### src/shared/tphp_pkg.sv
// Constants and types shared by the token parallel host port
package tphp_pkg;
    localparam int              DATA_W        = 8;
    localparam int              FIFO_DEPTH    = 8;
    localparam int              SYNC_W        = 12;
    // Synchroniser reset: reset line high, chip select high, read, status
    localparam logic [11:0]     SYNC_RST      = 12'hf00;
    // Pin positions inside the synchronised vector
    localparam int              SY_RLINE      = 11;
    localparam int              SY_CS_N       = 10;
    localparam int              SY_RW         = 9;
    localparam int              SY_RSEL       = 8;
    // Bit of the data lines that carries the handshake flag on a status read
    localparam int              HS_BIT        = 0;
    localparam logic            HS_BUSY       = 1'b1;
    localparam logic            HS_READY      = 1'b0;
    localparam logic [7:0]      NULL_BYTE     = 8'h00;
    localparam logic            RLINE_ASSERT  = 1'b0;
    // Fast-I/O timeout: shortest printed figure at the reference clock
    localparam int              TMO_MIN_US    = 210000;
    localparam int              TMO_REF_MHZ   = 40;
    // The timeout is a fixed number of transceiver clocks at any rate
    localparam int              TMO_CYC       = TMO_MIN_US * TMO_REF_MHZ;
    localparam int              TMO_W         = 24;
    // Reset processing length and self-reset pulse on the reset line
    localparam int              RST_PROC_CYC  = 16;
    localparam logic [7:0]      PROC_LAST     = 8'(RST_PROC_CYC - 1);
    localparam int              RST_PULSE_CYC = 8;
    localparam logic [3:0]      PULSE_LOAD    = 4'(RST_PULSE_CYC);
    localparam int              CNT_W         = 8;

    // Token ownership and position inside a frame
    typedef enum logic [2:0] {
        ST_RESET,
        ST_HOST_IDLE,
        ST_HOST_NULL,
        ST_HOST_FIRST,
        ST_HOST_DATA,
        ST_HOST_TOKEN,
        ST_DEV_WAIT,
        ST_DEV_DATA
    } tphp_state_t;
endpackage

### src/shared/tphp_fifo_if.sv
// Push and pop handshake bundle between the host port and its uplink FIFO
`timescale 1ns/10ps
interface tphp_fifo_if #(parameter int W = 8);
    logic         push_valid;
    logic         push_ready;
    logic [W-1:0] push_data;
    logic         pop_valid;
    logic         pop_ready;
    logic [W-1:0] pop_data;
    logic         clr;

    modport fifo (
        input  push_valid,
        input  push_data,
        input  pop_ready,
        input  clr,
        output push_ready,
        output pop_valid,
        output pop_data
    );
    modport user (
        output push_valid,
        output push_data,
        output pop_ready,
        output clr,
        input  push_ready,
        input  pop_valid,
        input  pop_data
    );
endinterface // tphp_fifo_if

### src/hdl/tphp_top.sv
// Byte-wide token-passing host port, transceiver side
//
// Function
// Host keeps chip select low for each whole byte operation.
// Host drives read/write low for write, high for read.
// Select low gives eight data bits; select high puts handshake on line 0.
// Status read shows handshake low when ready, high when busy.
// Right after a host write the handshake reads busy until next byte is possible.
// Host passes token with zero length then zero token, polling between.
// Holding token with nothing to send, stay busy until a byte is available.
// First byte sent is length; zero length hands token back to host.
// After reset host polls handshake until reset processing is done.
// Reset line only asserted by the device on a genuine self-reset.
// Host packet is nonzero length, data bytes, then zero token byte.
// Host resets by driving reset line, then releasing it to input.
// Inside a frame, a missed byte before timeout makes the device reset itself; the code runs no timeout in ST_HOST_FIRST.
// Host floats its data drivers during every read.
`timescale 1ns/10ps
module tphp_top
    import tphp_pkg::*;
#(
    parameter logic [TMO_W-1:0] TMO_CYC_P = TMO_W'(TMO_CYC)
) (
    input  wire logic              clk_in,
    input  wire logic              rst_n_in,
    input  wire logic              ce_in,
    input  wire logic              cs_n_in,
    input  wire logic              rw_in,
    input  wire logic              register_select_in,
    input  wire logic [DATA_W-1:0] data_in,
    output logic      [DATA_W-1:0] data_out,
    output logic                   data_oe_n_out,
    input  wire logic              reset_line_in,
    output logic                   reset_line_out,
    output logic                   reset_line_oe_n_out,
    input  wire logic              up_valid_in,
    input  wire logic [DATA_W-1:0] up_data_in,
    output logic                   up_ready_out,
    output logic                   dn_valid_out,
    output logic      [DATA_W-1:0] dn_data_out,
    input  wire logic              dn_ready_in,
    output logic                   token_held_out
);
    ////////////////////////////////////////////////////////////////////////////
    // Declarations
    logic [SYNC_W-1:0] sync1_r;
    logic [SYNC_W-1:0] sync2_r;
    tphp_state_t       state_r;
    tphp_state_t       state_nxt;
    logic [CNT_W-1:0]  cnt_r;
    logic [CNT_W-1:0]  cnt_nxt;
    logic [7:0]        proc_r;
    logic [7:0]        proc_nxt;
    logic [3:0]        pulse_r;
    logic [3:0]        pulse_nxt;
    logic [TMO_W-1:0]  tmo_r;
    logic [TMO_W-1:0]  tmo_nxt;
    logic              cs_d_r;
    logic              op_rw_r;
    logic              op_rw_nxt;
    logic              op_rs_r;
    logic              op_rs_nxt;
    logic              op_rdy_r;
    logic              op_rdy_nxt;
    logic [7:0]        wr_byte_r;
    logic [7:0]        wr_byte_nxt;
    logic              dn_valid_r;
    logic              dn_valid_nxt;
    logic [7:0]        dn_data_r;
    logic [7:0]        dn_data_nxt;
    logic [7:0]        dout_r;
    logic [7:0]        dout_nxt;
    logic              oe_n_r;
    logic              oe_n_nxt;
    logic              rl_oe_n_r;
    logic              rl_oe_n_nxt;
    logic              rl_lvl_r;
    logic              tok_r;
    logic              tok_nxt;
    logic              cs_s;
    logic              rw_s;
    logic              rs_s;
    logic [7:0]        din_s;
    logic              host_rst;
    logic              op_start;
    logic              op_end;
    logic              rd_act;
    logic              busy_w;
    logic              acc_wr;
    logic              pop_w;
    logic              byte_done;
    logic              tmo_hit;

    tphp_fifo_if #(.W(DATA_W)) fifo_bus ();

    // States in which the host holds the token
    function automatic logic is_host(input tphp_state_t s);
        return (s == ST_HOST_IDLE) || (s == ST_HOST_NULL) || (s == ST_HOST_FIRST) ||
               (s == ST_HOST_DATA) || (s == ST_HOST_TOKEN);
    endfunction

    // States inside a frame where the byte timeout runs
    function automatic logic is_fast(input tphp_state_t s);
        return (s == ST_HOST_NULL) || (s == ST_HOST_DATA) ||
               (s == ST_HOST_TOKEN) || (s == ST_DEV_DATA);
    endfunction

    ////////////////////////////////////////////////////////////////////////////
    // Pin synchroniser: two stages before any logic looks at a pin
    always_ff @(posedge clk_in or negedge rst_n_in) begin
        if (!rst_n_in) begin
            sync1_r <= SYNC_RST;
            sync2_r <= SYNC_RST;
        end else if (ce_in) begin
            sync1_r <= {reset_line_in, cs_n_in, rw_in, register_select_in, data_in};
            sync2_r <= sync1_r;
        end
    end

    assign cs_s     = sync2_r[SY_CS_N];
    assign rw_s     = sync2_r[SY_RW];
    assign rs_s     = sync2_r[SY_RSEL];
    assign din_s    = sync2_r[DATA_W-1:0];
    assign host_rst = (sync2_r[SY_RLINE] == RLINE_ASSERT);
    assign op_start = ~cs_s & cs_d_r;
    assign op_end   = cs_s & ~cs_d_r;  // A byte operation ends as select rises
    assign rd_act   = ~cs_s & rw_s;

    ////////////////////////////////////////////////////////////////////////////
    // Handshake: busy in reset, while a written byte is pending, or with no byte
    always_comb begin
        case (state_r)
            ST_RESET:    busy_w = HS_BUSY;
            ST_DEV_WAIT: busy_w = ~fifo_bus.pop_valid | dn_valid_r;
            ST_DEV_DATA: busy_w = ~fifo_bus.pop_valid;
            default:     busy_w = dn_valid_r;
        endcase
    end

    // Byte moves; only operations begun while ready are honoured
    assign acc_wr = ce_in & op_end & ~op_rw_r & ~op_rs_r & op_rdy_r &
                    is_host(state_r) & ~dn_valid_r & ~host_rst;
    assign pop_w  = ce_in & op_end & op_rw_r & ~op_rs_r & op_rdy_r &
                    ~is_host(state_r) & (state_r != ST_RESET) &
                    fifo_bus.pop_valid & ~host_rst;
    assign byte_done = acc_wr | pop_w;
    assign tmo_hit   = ce_in & is_fast(state_r) & ~byte_done & ~host_rst &
                       (tmo_r == TMO_CYC_P - 24'h000001);

    ////////////////////////////////////////////////////////////////////////////
    // Uplink FIFO between the device application and the data register
    assign fifo_bus.push_valid = up_valid_in;
    assign fifo_bus.push_data  = up_data_in;
    assign fifo_bus.pop_ready  = pop_w;
    assign fifo_bus.clr        = host_rst | tmo_hit;
    assign up_ready_out        = fifo_bus.push_ready;

    tphp_fifo #(
        .W     (DATA_W),
        .DEPTH (FIFO_DEPTH)
    ) u_fifo (
        .clk_in   (clk_in),
        .rst_n_in (rst_n_in),
        .ce_in    (ce_in),
        .bus      (fifo_bus)
    );

    ////////////////////////////////////////////////////////////////////////////
    // Next-state logic for token protocol, pins and timers
    always_comb begin
        state_nxt    = state_r;
        cnt_nxt      = cnt_r;
        proc_nxt     = proc_r;
        pulse_nxt    = pulse_r;
        op_rw_nxt    = op_rw_r;
        op_rs_nxt    = op_rs_r;
        op_rdy_nxt   = op_rdy_r;
        wr_byte_nxt  = wr_byte_r;
        dn_valid_nxt = dn_valid_r & ~dn_ready_in;
        dn_data_nxt  = dn_data_r;
        // Timer restarts on every byte and outside frames
        tmo_nxt      = (is_fast(state_r) && !byte_done) ? tmo_r + 24'h000001 : '0;
        // Capture the operation while chip select is low
        if (op_start) begin
            op_rdy_nxt = ~busy_w;
        end
        if (!cs_s) begin
            op_rw_nxt = rw_s;
            op_rs_nxt = rs_s;
            if (!rw_s) begin
                wr_byte_nxt = din_s;
            end
        end
        // Register select picks handshake or data byte for reads
        oe_n_nxt = ~rd_act;
        dout_nxt = rs_s ? {7'h00, busy_w} : fifo_bus.pop_data;
        // Accepted host bytes go out downlink
        if (acc_wr) begin
            dn_valid_nxt = 1'b1;
            dn_data_nxt  = wr_byte_r;
        end
        if (pulse_r != 4'h0) begin
            pulse_nxt = pulse_r - 4'h1;
        end
        case (state_r)
            ST_RESET: begin
                if (pulse_r == 4'h0) begin
                    proc_nxt = proc_r + 8'h01;
                    if (proc_r == PROC_LAST) begin
                        state_nxt = ST_HOST_IDLE;
                    end
                end
            end
            ST_HOST_IDLE: begin
                if (acc_wr) begin
                    cnt_nxt   = wr_byte_r;
                    state_nxt = (wr_byte_r == NULL_BYTE) ? ST_HOST_NULL : ST_HOST_FIRST;
                end
            end
            ST_HOST_FIRST, ST_HOST_DATA: begin
                if (acc_wr) begin
                    cnt_nxt   = cnt_r - 8'h01;
                    state_nxt = (cnt_r == 8'h01) ? ST_HOST_TOKEN : ST_HOST_DATA;
                end
            end
            ST_HOST_NULL, ST_HOST_TOKEN: begin
                if (acc_wr) begin
                    state_nxt = ST_DEV_WAIT;
                end
            end
            ST_DEV_WAIT: begin
                // First byte read is the length; zero returns the token
                if (pop_w) begin
                    cnt_nxt   = fifo_bus.pop_data;
                    state_nxt = (fifo_bus.pop_data == NULL_BYTE) ? ST_HOST_IDLE
                                                                 : ST_DEV_DATA;
                end
            end
            default: begin
                if (pop_w) begin
                    cnt_nxt   = cnt_r - 8'h01;
                    state_nxt = (cnt_r == 8'h01) ? ST_DEV_WAIT : ST_DEV_DATA;
                end
            end
        endcase
        // Self-reset on a lost byte drives the reset line
        if (tmo_hit) begin
            pulse_nxt = PULSE_LOAD;
        end
        if (host_rst || tmo_hit) begin
            state_nxt    = ST_RESET;
            proc_nxt     = '0;
            cnt_nxt      = '0;
            dn_valid_nxt = 1'b0;
        end
        rl_oe_n_nxt = (pulse_nxt == 4'h0);
        tok_nxt     = ~is_host(state_nxt) & (state_nxt != ST_RESET);
    end

    // State registers, frozen while the clock enable is low
    always_ff @(posedge clk_in or negedge rst_n_in) begin
        if (!rst_n_in) begin
            state_r    <= ST_RESET;
            cnt_r      <= '0;
            proc_r     <= '0;
            pulse_r    <= '0;
            tmo_r      <= '0;
            cs_d_r     <= 1'b1;
            op_rw_r    <= 1'b1;
            op_rs_r    <= 1'b1;
            op_rdy_r   <= 1'b0;
            wr_byte_r  <= '0;
            dn_valid_r <= 1'b0;
            dn_data_r  <= '0;
            dout_r     <= '0;
            oe_n_r     <= 1'b1;
            rl_oe_n_r  <= 1'b1;
            rl_lvl_r   <= RLINE_ASSERT;
            tok_r      <= 1'b0;
        end else if (ce_in) begin
            state_r    <= state_nxt;
            cnt_r      <= cnt_nxt;
            proc_r     <= proc_nxt;
            pulse_r    <= pulse_nxt;
            tmo_r      <= tmo_nxt;
            cs_d_r     <= cs_s;
            op_rw_r    <= op_rw_nxt;
            op_rs_r    <= op_rs_nxt;
            op_rdy_r   <= op_rdy_nxt;
            wr_byte_r  <= wr_byte_nxt;
            dn_valid_r <= dn_valid_nxt;
            dn_data_r  <= dn_data_nxt;
            dout_r     <= dout_nxt;
            oe_n_r     <= oe_n_nxt;
            rl_oe_n_r  <= rl_oe_n_nxt;
            rl_lvl_r   <= RLINE_ASSERT;
            tok_r      <= tok_nxt;
        end
    end

    assign data_out            = dout_r;
    assign data_oe_n_out       = oe_n_r;
    assign reset_line_out      = rl_lvl_r;
    assign reset_line_oe_n_out = rl_oe_n_r;
    assign dn_valid_out        = dn_valid_r;
    assign dn_data_out         = dn_data_r;
    assign token_held_out      = tok_r;
endmodule // tphp_top

### src/hdl/tphp_fifo.sv
// Uplink byte FIFO with registered full and empty flags
`timescale 1ns/10ps
module tphp_fifo
    import tphp_pkg::*;
#(
    parameter int W     = DATA_W,
    parameter int DEPTH = FIFO_DEPTH
) (
    input  wire logic  clk_in,
    input  wire logic  rst_n_in,
    input  wire logic  ce_in,
    tphp_fifo_if.fifo  bus
);
    localparam int AW = $clog2(DEPTH);

    logic [W-1:0]  mem [DEPTH];
    logic [AW-1:0] wp_r;
    logic [AW-1:0] wp_nxt;
    logic [AW-1:0] rp_r;
    logic [AW-1:0] rp_nxt;
    logic [AW:0]   cnt_r;
    logic [AW:0]   cnt_nxt;
    logic          nfull_r;
    logic          nfull_nxt;
    logic          nempty_r;
    logic          nempty_nxt;
    logic          push_w;
    logic          pop_w;

    ////////////////////////////////////////////////////////////////////////////
    // Handshakes only complete while the clock enable is high
    assign push_w = ce_in & bus.push_valid & nfull_r & ~bus.clr;
    assign pop_w  = ce_in & bus.pop_ready & nempty_r & ~bus.clr;

    // Pointer and level arithmetic; clear empties the buffer
    always_comb begin
        wp_nxt  = wp_r + AW'(push_w);
        rp_nxt  = rp_r + AW'(pop_w);
        cnt_nxt = cnt_r + (AW+1)'(push_w) - (AW+1)'(pop_w);
        if (bus.clr) begin
            wp_nxt  = '0;
            rp_nxt  = '0;
            cnt_nxt = '0;
        end
        nfull_nxt  = (cnt_nxt != (AW+1)'(DEPTH));
        nempty_nxt = (cnt_nxt != '0);
    end

    // Pointer and flag registers
    always_ff @(posedge clk_in or negedge rst_n_in) begin
        if (!rst_n_in) begin
            wp_r     <= '0;
            rp_r     <= '0;
            cnt_r    <= '0;
            nfull_r  <= 1'b1;
            nempty_r <= 1'b0;
        end else if (ce_in) begin
            wp_r     <= wp_nxt;
            rp_r     <= rp_nxt;
            cnt_r    <= cnt_nxt;
            nfull_r  <= nfull_nxt;
            nempty_r <= nempty_nxt;
        end
    end

    // Storage array, written without reset
    always_ff @(posedge clk_in) begin
        if (push_w) begin
            mem[wp_r] <= bus.push_data;
        end
    end

    assign bus.push_ready = nfull_r;  // Flags come from flip-flops
    assign bus.pop_valid  = nempty_r;
    assign bus.pop_data   = mem[rp_r];
endmodule // tphp_fifo

### config.mk
export PLATFORM = sky130hd
export DESIGN_NAME = tphp_top
export DESIGN_NICKNAME = d
export VERILOG_FILES = /design/src/shared/tphp_pkg.sv /design/src/shared/tphp_fifo_if.sv /design/src/hdl/tphp_top.sv /design/src/hdl/tphp_fifo.sv
export SDC_FILE = /design/constraint.sdc
export NUM_CORES = 1
export LEC_CHECK = 0
export BUFFER_PORTS_ARGS = -buffer_cell sky130_fd_sc_hd__buf_4
export CORE_ASPECT_RATIO = 0.8
export CORE_UTILIZATION = 44
export CTS_BUF_LIST = sky130_fd_sc_hd__clkbuf_8
export DETAILED_ROUTE_END_ITERATION = 10
export PLACE_DENSITY = 0.65
export SLEW_MARGIN = 20
export SYNTH_ARGS = -nofsm -noshare
export SYNTH_HDL_FRONTEND = slang
export SYNTH_SLANG_ARGS = --single-unit
### constraint.sdc
create_clock -name clk_in -period 3.2 [get_ports clk_in]
set_input_delay 0.48 -clock clk_in [delete_from_list [all_inputs] [get_ports clk_in]]
set_output_delay 0.48 -clock clk_in [all_outputs]
set_load 0.01 [all_outputs]
==> impl_results.md, run 1 <==
- Via count: 5574
- Endpoint class of the critical path: flop
- Fillers: 1554
- CP Class: reg -> reg
- ANT cells: 0
- Switching share of power: 28.9%
- Post-synth ARST share: 64.2%
- DIE AREA: 19400 µm²
- Final ANT Viol Nets: 0
- Area leader, netlist: dfrtp_1
- Num CTS Buffers: 17
- CTS Buffer Depth: 2
- Detailed-route wire length: 17.6 mm
- Layout cells sized above 1: 28.6%
- Clock transition at path regs: 0.11 ns
- Initial Util: 45.3%
- Fin Hold WS: 0.0976 ns
- Die Y-Extent: 125 µm
- DIE WIDTH: 156 µm
- First-iteration detailed-routing DRC count: 471
- Fmax: 0.332 GHz
- Clk network pwr share: 31.1%
- Post-synth top flop: dfrtp_1
- Final routed DRC violation total: 0
- Setup Viol. Count Final: 0
- Largest cells by area after synthesis: dfrtp_1, edfxtp_1, mux2_2, dfstp_2, mux4_2
- Max-Cap Viols: 0
- PwrDens: 514 nW/µm²
- Outcome: finished, final reports clean
- Crit share post-route: 94.0%
- Rel. slew slack: 41.5%
- Core area: 18300 µm²
- IO Pins: 47
- Final min period: 3.01 ns
- Sequential-to-total area share from yosys stat: 58.0%
- Congestion Overflow GR: 0
- Share of the synthesized area in the top cell type: 30.4%
- H-tree depth: 4
- Category of the worst setup path launch point: flop
- Initial DRT Pass Iterations: 5
- Area of the multi-input gates: 3280 µm²
- Hold_buf cts: 0
- Slowest CP cell: dfstp_2
- First-pass GRT wire length: 29.2 mm
- Syn Nets: 688
- Max IR drop VDD: 314 µV
- Measured slew at the worst slew-check pin: 0.877 ns
- Fin Setup TNS: 0 ns
- Bufs and invs on worst path: 1
- Int Power: 3460 µW
- Final WS setup: 0.191 ns
- Post-place setup slack: 0.148 ns
- Mapped Area: 8300 µm²
- PortBufs: 45
- RSZ-0062 raised after global routing: false
- Comb pwr share: 12.4%
- Sequential cell area: 4820 µm²
- Fin. Hold Viols: 0
- #FFs+latches synth: 179
- TritonCTS clock tree: done
- Clk_lat worst skew: 0.46 ns
- Rows: 44
- Layout Skew: 0.0169 ns
- Final slew viol count: 0
- CTS root buffer: clkbuf_8
- Post-synth EDFFs: 64
- Initial antenna violation count: 0
- Wire per inst: 17.9 µm
- Worst path top cell family by delay: simple AND/OR/NAND/NOR gates
- Final nets: 757
- Netlist cell types: 71
- Critical Path, Cell by Cell: nor4b_1 > nand4_1 > nor4_4 > a21oi_2 > nand3_1 > inv_1 > ha_1 > fa_1 > xor2_1 > nor3_2 > a211oi_2 > a21o_1
- P_sw: 1410 µW
- Syn avg cell area: 12.8 µm²
- Worst hold path class: in -> async
- Syn Inst Count: 649
- Area Overhead vs Synth: 14.1%
- Sequential Power Share: 56.6%
- CP Data Arrival Time: 3.36 ns
- Fin area: 9470 µm²
- CP required: 3.55 ns
- Hpwl dp: 11.7 mm
- Yosys warning count: 0
- CP max FO: 7
- Number of global-route vias before repair: 5612
- DP Area: 9070 µm²
- RePlAce Congestion: 0.896
- Leak: 0.00383 µW
- Pin count of the biggest net entering global routing: 67
- Clock Sinks: 179
- Worst path max stage delay: 0.59 ns
- Total track usage: 19.3%
- Power Total: 4860 µW
- Vias per Instance: 5.66
layer usage:
layer	track usage (%)	wire length [µm]	vias to the layer above	part of all wire (%)
met3	4.14	889	22	5.1
met2	29.9	8080	156	46
li1	-	-	2593	-
met4	5.54	209	0	1.2
met5	0	0	-	0
met1	27.3	8400	2803	48
synth_stat cells (4+ instances only):
library cell,instances
dfrtp_1,101
edfxtp_1,64
nand2_1,54
mux2_2,50
o21ai_0,39
nor2_1,30
a21oi_1,22
a22o_1,20
clkbuf_1,19
inv_1,16
mux4_2,16
nand3_1,15
dfstp_2,14
o2bb2ai_1,14
ha_1,13
and3_1,12
nor3_1,12
xnor2_1,12
a31oi_1,7
xor2_1,7
mux2i_1,6
nand4_1,6
nor4_1,6
a21o_1,5
nor2b_1,5
o22ai_1,5
and2_1,4
buf_6,4
nor4b_1,4
o31ai_1,4
or4_1,4
state kept, by name, indices dropped and copies added (netlist names), 3 cells and up:
name and cells:
cnt_r 8, data_out 8, dn_data_out 8, proc_r 8, pulse_r 4, state_r 3
sync1_r 12, sync2_r 12, tmo_r 24, u_fifo.cnt_r 4, u_fifo.mem 64, u_fifo.rp_r 3
u_fifo.wp_r 3, wr_byte_r 8
what timing repair did:
action,in CTS,in global routing
endpoints found under the setup margin,0,2
gates resized for setup,0,1
buffers inserted,0,1
per-stage QoR:
stage / cells / utilization (%)
floorplan: 649 / -
global placement: 951 / 49.5
detailed placement: 951 / 49.5
CTS: 983 / 51.6
global route: 984 / 51.7
finish: 984 / 51.7
final cells by class:
cell class                 count  area share (%)
clock buffer                  17            2.47
tap                          253            3.34
inverter                      17           0.674
multi-input combinational    424            34.6
timing repair buffer          79            6.39
clock inverter                15            1.69
sequential                   179            50.9
cells by family after synthesis:
kind of cell	Yosys count	synth area share (%)
mux	72	11.8
compound gates	142	11.8
simple gates	176	11.5
buf+inv	46	2.56
other cells	1	0.0452
xor+xnor	19	2.00
flops	179	58.0
fa+ha+maj	14	2.20
final timing paths:
check                            start                   end  slack [ns]  depth (start not counted)
max                        sync2_r[11]  u_fifo.bus.pop_valid        0.19                         12
min                           rst_n_in            sync1_r[5]         0.1                          1
max reg2reg                sync2_r[11]  u_fifo.bus.pop_valid        0.19                         12
min reg2reg                data_out[3]           data_out[3]        0.51                          1
max in group asynchronous     rst_n_in             proc_r[2]        2.29                          2
min in group clk_in         data_in[3]            sync1_r[3]        0.24                          2
power by group through the flow:
stage	sequential (µW)	combinational (µW)	clock, µW
floorplan	2740	408	0
global placement	2780	579	0
detailed placement	2790	601	0
CTS	2750	606	1560
global route	2780	681	1640
finish	2750	602	1510
placed cells by master (no fill, tap or decap), types with 4 or more instances in the layout:
cell and instances:
dfstp_2 14, or4_1 4, dfrtp_1 101, nor3_1 11, nand4_1 6, a31oi_1 7
nand2_1 54, xnor2_1 12, mux4_2 16, mux2_2 50, o21ai_0 39, o31ai_1 4
inv_1 16, ha_1 13, xor2_1 7, inv_8 5, nor4b_1 4, o22ai_1 5
nor4_1 6, edfxtp_1 64, a21oi_1 22, nand3_1 15, o2bb2ai_1 14, and2_1 4
a21o_1 5, clkbuf_8 17, buf_4 78, mux2i_1 6, nor2b_1 5, a22o_1 20
nor2_1 30, and3_1 12
Power figures use the tool's default switching activity.
==> run 2, diff against run 1 <==
- GPL_TIMING_DRIVEN: not set -> 0
==> run 2 against run 1 <==
Net effect:
- fmax decreased by 4.9%
- first-iteration DRC count decreased by 24%
- utilization increased by 0.88 points
- total power increased by 4.1%
- setup slack got worse by 0.15 ns
- sequential share of layout area decreased by 0.83 points
- critical path type unchanged
- die area unchanged
- cell area increased by 1.7%
- critical endpoint is now u_fifo.mem[5][6]
- wire length increased by 6.0%
- clock skew decreased by 0.0013 ns
- clock power increased by 9%
==> impl_results.md, run 2 (synthesis results as in run 1) <==
- Outcome: finished, final reports clean
- Endpoint class of the critical path: flop
- Fin. Hold Viols: 0
- Clock transition at path regs: 0.11 ns
- Critical path origin: dn_valid_out
- Detailed-route wire length: 18.6 mm
- Critical Path, Cell by Cell: or2_2 > o311a_1 > o2111a_2 > a21oi_4 > buf_4 > nand4_1 > nor2_1
- Worst path top cell family by delay: simple AND/OR/NAND/NOR gates
- Core area: 18300 µm²
- Grt met2 use: 31.7%
- Worst Setup EP: u_fifo.mem[5][6]
- Total track usage: 20.3%
- Clk network pwr share: 32.6%
- Fmax: 0.316 GHz
- Crit share post-route: 98.9%
- Switching share of power: 29.4%
- Congestion Overflow GR: 0
- CTS root buffer: clkbuf_8
- Most frequent cells in the layout: dfrtp_1, edfxtp_1, buf_4
- Max FFs per register: 64
- ANT cells: 0
- Reg2reg end: u_fifo.mem[5][6]
- Layout cells sized above 1: 29.2%
- Crit Reg-Reg Startpoint: dn_valid_out
- Clk_lat worst skew: 0.47 ns
- Via count: 5588
- Clock Sinks: 179
- Pin count of the biggest net entering global routing: 116
- Layout Skew: 0.0156 ns
- Sequential Power Share: 54.5%
- Fin Setup TNS: 0 ns
- First-iteration detailed-routing DRC count: 356
- TritonCTS clock tree: done
- Post-place setup slack: -0.450 ns
- CP Class: reg -> reg
- Area Overhead vs Synth: 16.1%
- Int Power: 3570 µW
- Final ANT Viol Nets: 0
- Final slew viol count: 0
- First-pass GRT wire length: 30.0 mm
- Setup Viol. Count Final: 0
- RSZ-0062 raised after global routing: true
- P_sw: 1490 µW
- Final routed DRC violation total: 0
- CP required: 3.30 ns
- Final WS setup: 0.0364 ns
- Num CTS Buffers: 17
- Leak: 0.00384 µW
- CP Data Arrival Time: 3.27 ns
- Met3 Use GR: 4.28%
- H-tree depth: 4
- Comb pwr share: 12.9%
- Rows: 44
- Number of global-route vias before repair: 5561
- IO Pins: 47
- Hold_buf cts: 0
- Most common cell after layout, fill and taps aside: dfrtp_1
- Die Y-Extent: 125 µm
- Worst path max stage delay: 0.74 ns
- DIE AREA: 19400 µm²
- CP max FO: 8
- Wire per inst: 18.8 µm
- CTS Buffer Depth: 2
- Critical path depth in cells: 7
- RePlAce Congestion: 0.888
- PwrDens: 525 nW/µm²
- Max IR drop VDD: 242 µV
- Bufs and invs on worst path: 1
- Largest Register: u_fifo.mem
- DIE WIDTH: 156 µm
- Rel. slew slack: 26.2%
- Measured slew at the worst slew-check pin: 1.10 ns
- Busiest grt layer: met2
- Setup slack, reg-to-reg: 0.04 ns
- Cells on worst reg2reg path: 7
- Vias per Instance: 5.65
- PortBufs: 45
- Hpwl dp: 12.4 mm
- Category of the worst setup path launch point: flop
- Worst hold path class: in -> async
- Largest regs: u_fifo.mem (64), tmo_r (24)
- Final nets: 762
- Initial DRT Pass Iterations: 5
- Slowest CP cell: nor2_1
- Initial antenna violation count: 0
- Grt met1 use: 28.0%
- Max-Cap Viols: 0
- Final min period: 3.16 ns
- Initial Util: 45.3%
[run 2: changes by cell type in the layout (fill, tap and decap cells not counted), moves of 3 or more]
cell      before  now
nor3_1        11    7
buf_6          0    4
nand3_1       15   12
buf_4         78   56
clkbuf_1       0   17
[run 2: routing by layer]
layer	wire [µm]	up-vias
met3	912	27
met2	8760	158
met4	366	0
li1	-	2604
met5	0	-
met1	8590	2799
[run 2: final cells by class]
type,count,area (µm²)
plain buffers,28,148
clock buffers,17,234
clock inverters,15,200
fillers,1580,8700
inverters,17,63.8
multi-input cells,424,3410
flip-flops and latches,179,4820
well taps,253,317
repair buffers,56,439
[run 2: worst min-delay path by stage]
| stage | endpoint | slack [ns] | cells past startpoint |
|---|---|---|---|
| after global placement | data_oe_n_out | 0.48 | 2 |
| after global routing | dn_data_out[0] | 0.19 | 1 |
| after floorplan | cnt_r[0] | 0.18 | 0 |
| after detailed placement | wr_byte_r[7] | 0.49 | 1 |
| final | sync1_r[5] | 0.10 | 1 |
| after CTS | sync1_r[5] | 0.19 | 1 |
[run 2: through the flow]
step	power (µW)	hold WS (ns)	util (%)	std cells	area, µm²
2_1_floorplan	3150	0.184	-	649	8300
3_3_place_gp	3370	0.482	48.8	947	8950
3_5_place_dp	3420	0.491	49.1	948	9000
4_1_cts	5080	0.188	51.8	982	9500
5_1_grt	5300	0.191	52.6	989	9630
6_report	5060	0.102	52.6	989	9630
[run 2: timing repair]
item,in CTS,in global routing
pin swaps,4,5
setup buffers,2,8
resized for setup,12,13
endpoints found under the setup margin,58,36
[run 2: worst register-to-register path, delay by kind of cell, from the launching register on]
| family | cells | cell delay [ns] |
|---|---|---|
| buffers and inverters | 1 | 0.18 |
| AND/OR/NAND/NOR | 3 | 1.32 |
| flip-flops | 1 | 0.49 |
| AO/OA/AOI/OAI | 3 | 0.81 |
[run 2: power by group through the flow]
stage | Sequential (µW) | Clock (µW) | Combinational (µW)
floorplan | 2740 | 0 | 408
detailed placement | 2800 | 0 | 619
finish | 2760 | 1650 | 652
CTS | 2760 | 1690 | 635
global route | 2790 | 1780 | 729
global placement | 2780 | 0 | 585
==> run 3, diff against run 2 <==
- PLACE_DENSITY: 0.65 -> not set
- clock period: 3.2 -> 2.64 ns (I/O delays scaled with it)
==> run 3 against run 2 <==
Net effect:
- the run now ends with negative setup slack left
- critical path type unchanged
- first-iteration DRC count increased by 19%
- highest routed layer unchanged
- global-route usage increased by 0.96 points
- setup slack worse by 0.38 ns
- sequential cell count did not move
==> impl_results.md, run 3 (synthesis results as in run 1) <==
- Outcome: complete, but fails checks
- Failing checks: negative setup slack
- Fin. Hold Viols: 0
- Cell count after placement: 951
- CTS root buffer: clkbuf_8
- CP Data Arrival Time: 3.34 ns
- Final nets: 784
- Num CTS Buffers: 17
- Largest Register: u_fifo.mem
- CTS Buffer Depth: 2
- Worst path max stage delay: 0.54 ns
- PwrDens: 599 nW/µm²
- Clk_lat worst skew: 0.46 ns
- Measured slew at the worst slew-check pin: 0.916 ns
- Endpoint class of the critical path: flop
- Number of global-route vias before repair: 5702
- Final routed DRC violation total: 0
- Sequential cell area: 4820 µm²
- Layout Skew: 0.0124 ns
- Via count: 5751
- CP required: 2.99 ns
- Final WS setup: -0.346 ns
- Fin area: 10000 µm²
- Pin count of the biggest net entering global routing: 61
- Max IR drop VDD: 294 µV
- Setup Viol. Count Final: 62
- Most frequent cells in the layout: dfrtp_1, buf_4, edfxtp_1
- Finished Layout Cells: 1011
- Rows: 44
- Area Overhead vs Synth: 20.5%
- Most common cell after layout, fill and taps aside: dfrtp_1
- First-iteration detailed-routing DRC count: 422
- Initial DRT Pass Iterations: 5
- Power Total: 5990 µW
- Wire per inst: 19.1 µm
- Core area: 18300 µm²
- RePlAce Congestion: 0.879
- ANT cells: 0
- Worst hold path class: in -> reg
- DIE WIDTH: 156 µm
- Rel. slew slack: 38.9%
- Category of the worst setup path launch point: flop
- Worst path top cell family by delay: compound AO/OA/AOI/OAI gates
- Initial antenna violation count: 0
- TritonCTS clock tree: done
- RSZ-0062 raised after global routing: true
- PortBufs: 45
- CP max FO: 2
- Hpwl dp: 12.9 mm
- DIE AREA: 19400 µm²
- Fmax: 0.335 GHz
- Final ANT Viol Nets: 0
- H-tree depth: 4
- Layout cells sized above 1: 33.1%
- Slowest CP cell: or4b_4
- Die Y-Extent: 125 µm
- Leak: 0.00397 µW
- Clock Sinks: 179
- Bufs and invs on worst path: 1
- Final slew viol count: 0
- CP Class: reg -> reg
- Clock transition at path regs: 0.10 ns
- Total track usage: 21.3%
- DP Area: 9050 µm²
- Detailed-route wire length: 19.3 mm
- Max FFs per register: 64
- Fillers: 1564
- Area of the multi-input gates: 3580 µm²
- Vias per Instance: 5.69
- Max-Cap Viols: 0
- Largest regs: u_fifo.mem (64), tmo_r (24)
- Critical Path, Cell by Cell: or4b_4 > o311a_1 > o2111a_2 > a21oi_4 > nand3_4 > inv_4 > ha_4 > fa_2 > nor3_4 > a211oi_2 > a21o_1
- Initial Util: 45.3%
- Final min period: 2.99 ns
- Crit share post-route: 113%
- First-pass GRT wire length: 31.3 mm
- Congestion Overflow GR: 0
- IO Pins: 47
- Fin Setup TNS: -5.25 ns
==> run 3: changes by cell type in the layout (fill, tap and decap cells not counted), sizes merged <==
cell / before / now
clkinv: 6 / 7
buf: 64 / 89
inv: 25 / 21
clkbuf: 37 / 33
dlygate4sd3: 0 / 1
clkinvlp: 0 / 3
==> run 3: area by class of cell <==
class | instances | share of cell area [%]
Sequential cell | 179 | 48.2
Multi-Input combinational cell | 424 | 35.8
Timing Repair Buffer | 80 | 7.08
Tap cell | 253 | 3.16
Clock buffer | 17 | 2.34
Buffer | 26 | 1.46
Clock inverter | 15 | 1.33
Inverter | 17 | 0.663
==> run 3: per-stage QoR <==
| step | hold slack (ns) | setup WS (ns) | utilization (%) |
|---|---|---|---|
| after floorplan | 0.100 | -0.275 | - |
| after global routing | 0.136 | -0.433 | 54.6 |
| after detailed placement | 0.404 | -0.861 | 49.4 |
| final | 0.159 | -0.346 | 54.6 |
| after CTS | 0.137 | -0.307 | 53.7 |
| after global placement | 0.469 | -1.39 | 48.9 |
==> run 3: layer usage <==
metal / vias to the layer above / wire, µm / part of all wire (%) / GRT usage [%]
li1: 2658 / - / - / -
met1: 2912 / 9130 / 47 / 31.5
met2: 162 / 8990 / 46 / 31.9
met3: 19 / 989 / 5.1 / 3.79
met4: 0 / 227 / 1.2 / 6.00
met5: - / 0 / 0 / 0
==> run 3: final timing paths <==
path / slack (ns) / from / cells after the start / end
max in group asynchronous: 1.45 / rst_n_in / 3 / reset_line_oe_n_out
setup / recovery: -0.35 / state_r[2] / 11 / u_fifo.bus.pop_valid
hold reg to reg: 0.49 / data_out[0] / 1 / data_out[0]
hold / removal: 0.16 / data_in[4] / 2 / sync1_r[4]
min in group asynchronous: 0.46 / rst_n_in / 2 / sync1_r[5]
setup reg to reg: -0.35 / state_r[2] / 11 / u_fifo.bus.pop_valid
==> run 3: what timing repair did <==
item	CTS	global route
setup buffers	25	5
gates resized for setup	35	28
hold buffers	1	0
hold endpoints to repair	54	0
endpoints found under the setup margin	81	86
pin swaps	16	13
==> run 3: power by group <==
group | total, µW | leakage (µW) | switching (µW) | internal, µW
sequential | 3350 | 0.00206 | 234 | 3120
combinational | 853 | 0.00173 | 428 | 424
clock | 1790 | 0.000183 | 1030 | 753
total | 5990 | 0.00397 | 1700 | 4300
